`src/rtl/link_sync_pkg.sv`:
```
// Shared constants for the link synchronization and alarm monitor pair
package link_sync_pkg;
  // Register word offsets (byte addresses)
  localparam logic [7:0] REG_CTRL        = 8'h00;
  localparam logic [7:0] REG_ALARM       = 8'h04;
  localparam logic [7:0] REG_ALARM_MASK  = 8'h08;
  localparam logic [7:0] REG_SUMMARY     = 8'h0c;
  localparam logic [7:0] REG_CLOCK_UPSET = 8'h10;
  localparam logic [7:0] REG_LANE_FIFO   = 8'h14;
  localparam logic [7:0] REG_LINK_STATE  = 8'h18;
  // Control register fields
  localparam int CTRL_LINK_EN    = 0;
  localparam int CTRL_ENC_64B    = 1;
  localparam int CTRL_SUBCLASS0  = 2;
  localparam int CTRL_PD_A       = 3;
  localparam int CTRL_PD_B       = 4;
  localparam int CTRL_GLOBAL_PD  = 5;
  localparam int CTRL_PIN_SEL_LO = 6;
  localparam int CTRL_KM1_LO     = 8;
  localparam logic [1:0] PIN_SEL_CAL   = 2'h0;
  localparam logic [1:0] PIN_SEL_ALARM = 2'h1;
  localparam logic [15:0] CTRL_RESET   = 16'h1f00;
  // Alarm bit positions
  localparam int ALM_W          = 6;
  localparam int ALM_CPLL       = 0;
  localparam int ALM_SPLL       = 1;
  localparam int ALM_LINK_DOWN  = 2;
  localparam int ALM_SYSREF     = 3;
  localparam int ALM_CLOCK      = 4;
  localparam int ALM_FIFO       = 5;
  localparam logic [ALM_W-1:0] ALARM_MASK_RESET = 6'h3f;
  // Link characters and sequence lengths
  localparam logic [7:0] CHAR_CGS        = 8'hbc;
  localparam logic [7:0] CHAR_ALIGN_START = 8'h1c;
  localparam int ILAS_MULTIFRAMES = 4;
  localparam int CGS_MIN_CHARS    = 4;
  // Transmitter states
  typedef enum logic [3:0] {
    TX_OFF  = 4'b0001,
    TX_CGS  = 4'b0010,
    TX_ILAS = 4'b0100,
    TX_DATA = 4'b1000
  } tx_state_e;
  // Receiver states
  typedef enum logic [2:0] {
    RX_SYNC  = 3'b001,
    RX_ALIGN = 3'b010,
    RX_RUN   = 3'b100
  } rx_state_e;
endpackage : link_sync_pkg

```
`src/rtl/link_if.sv`:
```
// Serial link carrier between converter transmitter and logic receiver
`timescale 1ns/10ps
`default_nettype none
interface link_if #(parameter int LANES = 4);
  logic               sysref;
  logic               sync_n;
  logic [LANES*8-1:0] tx_data;
  logic [LANES-1:0]   tx_ctrl;
  modport device   (input sysref, input sync_n, output tx_data, output tx_ctrl);
  modport receiver (output sysref, output sync_n, input tx_data, input tx_ctrl);
endinterface : link_if
`default_nettype wire

```
`src/rtl/link_sync_alarm_monitor.sv`:
```
// Converter-side link clocking, link start-up and alarm monitor
`timescale 1ns/10ps
`default_nettype none
// Overview of operation
// - SYSREF resets multiframe or multiblock clock
// - Receiver offsets release point by RBD
// - Lanes arrive between two release points
// - Release only after all lanes arrived
// - Subclass 0 free-runs local multiframe clock
// - SYNC low starts CGS then ILAS
// - Six alarm sources detected
// - Alarm bits sticky, write one clears
// - Unmasked alarms reach summary flag
// - Alarm pin select drives pin from summary flag
// - Channel clock mismatch sets sticky upset
// - Host re-enables link, clears upset flag
// - Power-down exit may set upset flag
// - Pointer upset flags affected lane only
// - Link enable toggle resets FIFO logic
// - Link disabled: reset, serializers off, gated
module link_sync_alarm_monitor
  import link_sync_pkg::*;
#(
  parameter int LANES      = 4,
  parameter int EMB_FRAMES = 32
) (
  input  wire logic               mclk,
  input  wire logic               rstn,
  input  wire logic [7:0]         addr,
  input  wire logic [31:0]        wdata,
  input  wire logic               wr,
  input  wire logic               rd,
  output logic      [31:0]        rdata,
  input  wire logic               cpll_locked,
  input  wire logic               spll_locked,
  input  wire logic               clk_a_phase,
  input  wire logic               clk_b_phase,
  input  wire logic [LANES-1:0]   fifo_ptr_upset,
  input  wire logic               powerdown_pin,
  input  wire logic               cal_done,
  input  wire logic [LANES*8-1:0] sample_data,
  output logic                    calibration_status_pin,
  output logic                    link_reset_n,
  output logic                    serializer_powerdown,
  output logic                    link_clock_gate_en,
  output logic                    lmfc_edge,
  link_if.device                  link
);

  logic [15:0]      ctrl;
  logic [ALM_W-1:0] alarm_status_bits;
  logic [ALM_W-1:0] alarm_type_mask;
  logic             clock_upset_flag;
  logic [LANES-1:0] lane_fifo_upset_flags;
  logic             summary;
  logic             link_enable;
  logic             enc_64b;
  logic             subclass0;
  logic [8:0]       lmfc_count;
  logic [8:0]       lmfc_last;
  logic             sysref_q;
  logic             sysref_capture;
  logic             sysref_realign;
  logic             pd_q;
  logic             global_pd;
  logic [10:0]      ilas_count;
  logic [10:0]      ilas_last;
  logic [ALM_W-1:0] alarm_events;
  tx_state_e        state;
  tx_state_e        next_state;

  assign link_enable = ctrl[CTRL_LINK_EN];
  assign enc_64b     = ctrl[CTRL_ENC_64B];
  assign subclass0   = ctrl[CTRL_SUBCLASS0];
  assign global_pd   = ctrl[CTRL_GLOBAL_PD] | powerdown_pin;

  ////////////////////////////////////////////////////////////////////////
  // Register port

  always_ff @(posedge mclk or negedge rstn) begin
    if (!rstn) begin
      ctrl <= CTRL_RESET;
    end else if (wr && addr == REG_CTRL) begin
      ctrl <= wdata[15:0];
    end
  end

  always_ff @(posedge mclk or negedge rstn) begin
    if (!rstn) begin
      alarm_type_mask <= ALARM_MASK_RESET;
    end else if (wr && addr == REG_ALARM_MASK) begin
      alarm_type_mask <= wdata[ALM_W-1:0];
    end
  end

  assign summary = |(alarm_status_bits & ~alarm_type_mask);

  // Unmapped offsets read as zero
  always_ff @(posedge mclk or negedge rstn) begin
    if (!rstn) begin
      rdata <= 32'h0;
    end else if (rd) begin
      unique case (addr)
        REG_CTRL:        rdata <= {16'h0, ctrl};
        REG_ALARM:       rdata <= {{(32-ALM_W){1'b0}}, alarm_status_bits};
        REG_ALARM_MASK:  rdata <= {{(32-ALM_W){1'b0}}, alarm_type_mask};
        REG_SUMMARY:     rdata <= {31'h0, summary};
        REG_CLOCK_UPSET: rdata <= {31'h0, clock_upset_flag};
        REG_LANE_FIFO:   rdata <= {{(32-LANES){1'b0}}, lane_fifo_upset_flags};
        REG_LINK_STATE:  rdata <= {28'h0, state};
        default:         rdata <= 32'h0;
      endcase
    end else begin
      rdata <= 32'h0;
    end
  end

  ////////////////////////////////////////////////////////////////////////
  // Local multiframe / extended multiblock clock

  assign lmfc_last = enc_64b ? 9'(EMB_FRAMES - 1) : {1'b0, ctrl[CTRL_KM1_LO +: 8]};

  always_ff @(posedge mclk or negedge rstn) begin
    if (!rstn) begin
      sysref_q <= 1'b0;
    end else begin
      sysref_q <= link.sysref;
    end
  end

  assign sysref_capture = link.sysref & ~sysref_q & ~subclass0;
  // Only a phase change counts as a realignment
  assign sysref_realign = sysref_capture && lmfc_count != lmfc_last;

  always_ff @(posedge mclk or negedge rstn) begin
    if (!rstn) begin
      lmfc_count <= 9'h0;
    end else if (sysref_capture) begin
      lmfc_count <= 9'h0;
    end else if (lmfc_count >= lmfc_last) begin
      lmfc_count <= 9'h0;
    end else begin
      lmfc_count <= lmfc_count + 9'h1;
    end
  end

  always_ff @(posedge mclk or negedge rstn) begin
    if (!rstn) begin
      lmfc_edge <= 1'b0;
    end else begin
      lmfc_edge <= sysref_capture || lmfc_count >= lmfc_last;
    end
  end

  ////////////////////////////////////////////////////////////////////////
  // Link start-up sequence

  assign ilas_last = enc_64b ? 11'h0 : 11'((lmfc_last + 9'h1) * ILAS_MULTIFRAMES - 1);

  always_comb begin
    next_state = state;
    unique case (state)
      TX_OFF:  if (link_enable) next_state = enc_64b ? TX_ILAS : TX_CGS;
      // CGS until SYNC released, start on multiframe clock edge
      TX_CGS:  if (link.sync_n && lmfc_edge) next_state = TX_ILAS;
      TX_ILAS: if (!enc_64b && !link.sync_n) next_state = TX_CGS;
               else if (ilas_count == ilas_last) next_state = TX_DATA;
      TX_DATA: if (!enc_64b && !link.sync_n) next_state = TX_CGS;
      default: next_state = TX_OFF;
    endcase
    if (!link_enable) next_state = TX_OFF;
  end

  always_ff @(posedge mclk or negedge rstn) begin
    if (!rstn) begin
      state <= TX_OFF;
    end else begin
      state <= next_state;
    end
  end

  always_ff @(posedge mclk or negedge rstn) begin
    if (!rstn) begin
      ilas_count <= 11'h0;
    end else if (state == TX_ILAS) begin
      ilas_count <= ilas_count + 11'h1;
    end else begin
      ilas_count <= 11'h0;
    end
  end

  always_ff @(posedge mclk or negedge rstn) begin
    if (!rstn) begin
      link.tx_data <= '0;
      link.tx_ctrl <= '0;
    end else begin
      unique case (next_state)
        TX_CGS: begin
          link.tx_data <= {LANES{CHAR_CGS}};
          link.tx_ctrl <= '1;
        end
        TX_ILAS: begin
          link.tx_data <= (state != TX_ILAS) ? {LANES{CHAR_ALIGN_START}} : '0;
          link.tx_ctrl <= (state != TX_ILAS) ? '1 : '0;
        end
        TX_DATA: begin
          link.tx_data <= sample_data;
          link.tx_ctrl <= '0;
        end
        default: begin
          link.tx_data <= '0;
          link.tx_ctrl <= '0;
        end
      endcase
    end
  end

  // Held in reset, powered down and gated while the link is disabled
  always_ff @(posedge mclk or negedge rstn) begin
    if (!rstn) begin
      link_reset_n         <= 1'b0;
      serializer_powerdown <= 1'b1;
      link_clock_gate_en   <= 1'b0;
    end else begin
      link_reset_n         <= link_enable;
      serializer_powerdown <= ~link_enable;
      link_clock_gate_en   <= link_enable;
    end
  end

  ////////////////////////////////////////////////////////////////////////
  // Clock and FIFO upset flags

  always_ff @(posedge mclk or negedge rstn) begin
    if (!rstn) begin
      pd_q <= 1'b0;
    end else begin
      pd_q <= global_pd;
    end
  end

  // Set wins over a same-cycle clear
  always_ff @(posedge mclk or negedge rstn) begin
    if (!rstn) begin
      clock_upset_flag <= 1'b0;
    end else if (link_enable && !ctrl[CTRL_PD_A] && !ctrl[CTRL_PD_B] && clk_a_phase != clk_b_phase) begin
      clock_upset_flag <= 1'b1;
    end else if (pd_q && !global_pd) begin
      clock_upset_flag <= 1'b1;
    end else if (wr && addr == REG_CLOCK_UPSET && wdata[0]) begin
      clock_upset_flag <= 1'b0;
    end
  end

  // FIFO logic sits in reset while the link is off
  always_ff @(posedge mclk or negedge rstn) begin
    if (!rstn) begin
      lane_fifo_upset_flags <= '0;
    end else if (!link_enable) begin
      lane_fifo_upset_flags <= '0;
    end else begin
      lane_fifo_upset_flags <= (lane_fifo_upset_flags
        & ~((wr && addr == REG_LANE_FIFO) ? wdata[LANES-1:0] : {LANES{1'b0}}))
        | fifo_ptr_upset;
    end
  end

  ////////////////////////////////////////////////////////////////////////
  // Alarm status and pin

  always_comb begin
    alarm_events                = '0;
    alarm_events[ALM_CPLL]      = ~cpll_locked;
    alarm_events[ALM_SPLL]      = ~spll_locked;
    alarm_events[ALM_LINK_DOWN] = state != TX_DATA;
    alarm_events[ALM_SYSREF]    = sysref_realign;
    alarm_events[ALM_CLOCK]     = clock_upset_flag;
    alarm_events[ALM_FIFO]      = |lane_fifo_upset_flags;
  end

  // Zeros in the write are ignored
  always_ff @(posedge mclk or negedge rstn) begin
    if (!rstn) begin
      alarm_status_bits <= '0;
    end else begin
      alarm_status_bits <= (alarm_status_bits
        & ~((wr && addr == REG_ALARM) ? wdata[ALM_W-1:0] : {ALM_W{1'b0}}))
        | alarm_events;
    end
  end

  always_ff @(posedge mclk or negedge rstn) begin
    if (!rstn) begin
      calibration_status_pin <= 1'b0;
    end else if (ctrl[CTRL_PIN_SEL_LO +: 2] == PIN_SEL_ALARM) begin
      calibration_status_pin <= summary;
    end else begin
      calibration_status_pin <= cal_done;
    end
  end

endmodule : link_sync_alarm_monitor
`default_nettype wire

```
`src/flat_wrapper.sv`:
```
// flat-port wrapper written by rule: the top's interface ports become plain ports
module link_sync_alarm_monitor_flat import link_sync_pkg::*;
#(
  parameter int LANES      = 4,
  parameter int EMB_FRAMES = 32
)
  (mclk, rstn, addr, wdata, wr, rd, rdata, cpll_locked, spll_locked, clk_a_phase, clk_b_phase, fifo_ptr_upset, powerdown_pin, cal_done, sample_data, calibration_status_pin, link_reset_n, serializer_powerdown, link_clock_gate_en, lmfc_edge, link_sysref, link_sync_n, link_tx_data, link_tx_ctrl);
  link_if #(.LANES(LANES)) link_i ();
  input  wire logic mclk;
  input  wire logic rstn;
  input  wire logic [7:0] addr;
  input  wire logic [31:0] wdata;
  input  wire logic wr;
  input  wire logic rd;
  output logic      [31:0] rdata;
  input  wire logic cpll_locked;
  input  wire logic spll_locked;
  input  wire logic clk_a_phase;
  input  wire logic clk_b_phase;
  input  wire logic [LANES-1:0] fifo_ptr_upset;
  input  wire logic powerdown_pin;
  input  wire logic cal_done;
  input  wire logic [LANES*8-1:0] sample_data;
  output logic calibration_status_pin;
  output logic link_reset_n;
  output logic serializer_powerdown;
  output logic link_clock_gate_en;
  output logic lmfc_edge;
  input wire logic [$bits(link_i.sysref)-1:0] link_sysref;
  input wire logic [$bits(link_i.sync_n)-1:0] link_sync_n;
  output wire logic [$bits(link_i.tx_data)-1:0] link_tx_data;
  output wire logic [$bits(link_i.tx_ctrl)-1:0] link_tx_ctrl;
  assign link_i.sysref = link_sysref;
  assign link_i.sync_n = link_sync_n;
  assign link_tx_data = link_i.tx_data;
  assign link_tx_ctrl = link_i.tx_ctrl;
  link_sync_alarm_monitor #(.LANES(LANES), .EMB_FRAMES(EMB_FRAMES)) u_core (.mclk(mclk), .rstn(rstn), .addr(addr), .wdata(wdata), .wr(wr), .rd(rd), .rdata(rdata), .cpll_locked(cpll_locked), .spll_locked(spll_locked), .clk_a_phase(clk_a_phase), .clk_b_phase(clk_b_phase), .fifo_ptr_upset(fifo_ptr_upset), .powerdown_pin(powerdown_pin), .cal_done(cal_done), .sample_data(sample_data), .calibration_status_pin(calibration_status_pin), .link_reset_n(link_reset_n), .serializer_powerdown(serializer_powerdown), .link_clock_gate_en(link_clock_gate_en), .lmfc_edge(lmfc_edge), .link(link_i));
endmodule
```
`config.mk`:
```
export PLATFORM = sky130hd
export DESIGN_NAME = link_sync_alarm_monitor_flat
export DESIGN_NICKNAME = d
export VERILOG_FILES = /design/src/rtl/link_sync_pkg.sv /design/src/rtl/link_if.sv /design/src/rtl/link_sync_alarm_monitor.sv /design/src/flat_wrapper.sv
export SDC_FILE = /design/constraint.sdc
export NUM_CORES = 1
export LEC_CHECK = 0
export BUFFER_PORTS_ARGS = -buffer_cell sky130_fd_sc_hd__buf_2
export CORE_MARGIN = 3
export CORE_UTILIZATION = 27
export CTS_BUF_LIST = sky130_fd_sc_hd__clkbuf_4
export DETAILED_ROUTE_END_ITERATION = 10
export GPL_ROUTABILITY_DRIVEN = 0
export GPL_TIMING_DRIVEN = 0
export PLACE_DENSITY_LB_ADDON = 0.2
export RECOVER_POWER = 50
export SLEW_MARGIN = 20
export SYNTH_ARGS = -nofsm -noshare
export SYNTH_HDL_FRONTEND = slang
export SYNTH_SLANG_ARGS = --single-unit
```
`constraint.sdc`:
```
create_clock -name mclk -period 3.1 [get_ports mclk]
set_input_delay 0.62 -clock mclk [delete_from_list [all_inputs] [get_ports mclk]]
set_output_delay 0.62 -clock mclk [all_outputs]
set_load 0.05 [all_outputs]
```
==> run summary <==
In this run the power density over the cells is 431 nW/µm². The run finished, with violations left. STA classifies the critical path endpoint as a flip-flop.

The area share of and/or/nand/nor cells after synthesis is 0.171. The smallest hold slack is 0.269 ns. Setup repair after global routing could not meet its margin everywhere. The post-route clock period utilization is 0.975, and the highest fanout seen on the critical path is 10. The fraction of final layout cells sized beyond drive strength 1 is 0.334, and the synthesized-area fraction occupied by ao, oa, aoi and oai cells is 0.118.

The post-synthesis register bit count works out to 112. In this run the number of H-tree levels came out at 3. The detail route stage leaves a number of antenna-violating nets equal to 0. Summing over every cut layer, the via total after detailed routing is 4264.

The type of the most critical hold path is input pin to flip-flop. Before antenna repair, the detailed router went through 4 iterations. The clock slew at the register clock pins of the worst setup and hold paths is 0.16 ns. Largest area contributor in the netlist: dfrtp_1.

For the sequential fraction of the synthesis area, the log shows 0.517. The tools report the total CTS buffers as 9. The final cell area excluding filler cells is 6790 µm², and the register area is 2820 µm². The fraction of synthesized cell area taken by the top area cell type was 0.454.

For the relative max-transition margin, the log shows -0.210. Once placement finished, the instance area stood at 6550 µm². Ranked by total cell area, the synthesized netlist is headed by dfrtp_1 45%, dfstp_2 6.3%, mux2_2 4.7%. The core footprint was 19700 µm². After synthesis, the largest family of logic cells by area is simple AND/OR/NAND/NOR gates. Number of antenna violations at the first check in global routing: 0. The die width was 148 µm. The most frequent standard cell in the layout excluding fill and tap cells is buf_2. For the worst setup path, the data required time is 3.51 ns. The checks that failed: max-capacitance violations, max-slew violations. The run gives 0 as the aggregate global routing overflow.

Counting I/O delays and the setup requirement, the final critical path takes 3.02 ns. The synthesized instance count is 512. Dividing the synthesized area by the synthesized cell count gives 10.6 µm². For the final count of pins violating max slew, the log shows 36.

The run gives 0 as the post-route DRC violation count. The final layout net count is 775. After detailed routing, the average wire length per cell comes to 14.5 µm. The post-synthesis adder-cell area fraction is 0.0275.

The multi-input combinational cells in the finished layout cover a total of 2380 µm². The port buffer count was 128; the clock latency at the later pin of the worst-skew pair was 0.48 ns. The number of global-route vias before repair came out at 4376. The library cells used most frequently in the layout, excluding fill and tap cells, are 121 x buf_2, 98 x dfrtp_1, 47 x nand2_1. The routed design has 13700 µm of wire. The run gives 0 as the final number of setup-violating endpoints. The run gives 0 as the hold violation count in the final report. The synthesized-area fraction occupied by xor and xnor cells was 0.0514; the worst endpoint data arrival time was 3.43 ns. The actual transition at the worst max-transition pin came out at 1.82 ns.

The tools report the type of origin of the critical path as a flip-flop. Clock skew on the completed layout was measured at 0.0244 ns. Maximum frequency from static timing analysis: 0.331 GHz. The area growth from synthesis to layout is 24.5%. The most used flip-flop cell after synthesis is dfrtp_1. The fraction of registers with async set or reset after synthesis is 1.00.

After floorplanning, the core was divided into 51 placement rows. The first global-routing pass estimated 22400 µm of wire. The tree is rooted in a clkbuf_4. The Yosys step of the flow raised 0 warnings.

IR analysis of the VDD net gives a maximum drop of 0.208 mV. Count of max-cap constraint violations: 1. The critical setup path kind is flip-flop to flip-flop.

The maximum buffer depth of the clock tree was 2. The number of antenna diodes in the final layout is 0. For the initial standard-cell utilization of the core, the log shows 0.277.

The synthesized netlist contains 60 unique library cells. The tree built by TritonCTS fans out to 112 sinks. The largest net degree at the start of global routing came out at 79.

In this run the vertical extent of the chip is 148 µm. Global-route total usage across every layer: 0.127. Fill cells in the final layout number 2058.

Counting flops with a built-in enable in the synthesized netlist gives 0. The leakage power figure came out at 3.48 nW. The utilization after layout came out at 0.345.

The ratio of routed vias to standard cells is 4.51. TritonCTS built the clock tree. After the first detailed-routing iteration, the DRC count stood at 191. After legalization and detailed placement, the total HPWL measured 10200 µm.

Adding up every negative setup slack in the final design gives 0 ns. In this run the count of I/O pins placed on the die edge is 161. The post-synthesis mux area share was 0.0512; the synthesized cell area was 5450 µm². The overall die area came out at 21900 µm².
## path summary, 6_finish.rpt
kind	slack, ns	endpoint	start	depth (start not counted)
setup reg to reg	0.08	u_core.link.tx_data[21]	u_core.ctrl[1]	13
hold / removal	0.27	u_core.sysref_q	link_sysref	1
setup / recovery	0.08	u_core.link.tx_data[21]	u_core.ctrl[1]	13
max in group asynchronous	0.43	u_core.ctrl[1]	rstn	3
min in group asynchronous	1.14	u_core.ctrl[4]	rstn	2
hold reg to reg	0.52	u_core.ilas_count[0]	u_core.ilas_count[0]	1
## critical path, stage by stage, from the launching register on
cell and delay, ns:
dfrtp_2 0.45, clkbuf_16 0.16, or2_4 0.24, ha_4 0.18
or3_1 0.30, a21o_1 0.23, o311a_1 0.31, nor3_2 0.18
xnor2_1 0.17, nand4_1 0.17, o21ai_4 0.18, buf_12 0.14
buf_8 0.13, a21o_1 0.11
## logic make-up after synthesis
family	after synthesis
AO/OA/AOI/OAI	87
XOR/XNOR	32
adder cells (fa/ha/maj)	12
buffers and inverters	61
flip-flops	112
multiplexers	25
other	1
AND/OR/NAND/NOR	182
## metal layers
| layer | global-route usage | wire [µm] | vias to the layer above |
|---|---|---|---|
| li1 | - | - | 2067 |
| met5 | 0 | 0 | - |
| met4 | 0.0406 | 182 | 0 |
| met2 | 0.210 | 6500 | 132 |
| met1 | 0.167 | 6180 | 2054 |
| met3 | 0.0253 | 822 | 11 |
## metrics by stage
step	total power, mW	setup WS [ns]	instances
2_1_floorplan	1.94	-0.0891	527
3_3_place_gp	2.11	-0.488	920
3_5_place_dp	2.13	-0.497	921
4_1_cts	2.98	0.00895	942
5_1_grt	3.09	-0.0619	945
6_report	2.93	0.0783	945
## layout make-up
class                      count  area share
multi-input combinational    354       0.350
tap                          265      0.0488
buffer                        39      0.0417
inverter                      18     0.00995
clock inverter                 6      0.0123
sequential                   112       0.415
clock buffer                  10      0.0111
timing repair buffer         141       0.111
## power by group
part / internal, mW / total (mW) / switching, mW
combinational: 0.198 / 0.539 / 0.341
clock: 0.334 / 0.821 / 0.487
sequential: 1.52 / 1.57 / 0.0456
## timing repair
item	4_1_cts	5_1_grt
pin swaps	9	3
setup endpoints to repair	34	31
gates cloned	1	0
hold endpoints to repair	33	0
hold buffers	1	0
gates resized for setup	7	3
setup buffers	5	5
## Yosys cell counts (all sizes together) (9+ instances only)
library cell and instances:
dfstp 13, dfrtp 99, mux2 23, nand2b 9, and2 16, buf 28, and3 15, xor2 14
xnor2 18, nor2 40, ha 12, nand3 14, inv 18, a21o 26, clkbuf 15, nand2 47
o21ai 12, a21oi 10
## state kept, by name (all words and copies together) (netlist names)
name	flops
u_core.alarm_status_bits	6
u_core.alarm_type_mask	6
u_core.calibration_status_pin	1
u_core.clock_upset_flag	1
u_core.ctrl	16
u_core.ilas_count	11
u_core.lane_fifo_upset_flags	4
u_core.link.tx_ctrl	1
u_core.link.tx_data	32
u_core.link_reset_n	1
u_core.lmfc_count	9
u_core.lmfc_edge	1
u_core.pd_q	1
u_core.rdata	16
u_core.serializer_powerdown	1
u_core.state	4
u_core.sysref_q	1
No activity file was read; power rests on OpenSTA's default activity.
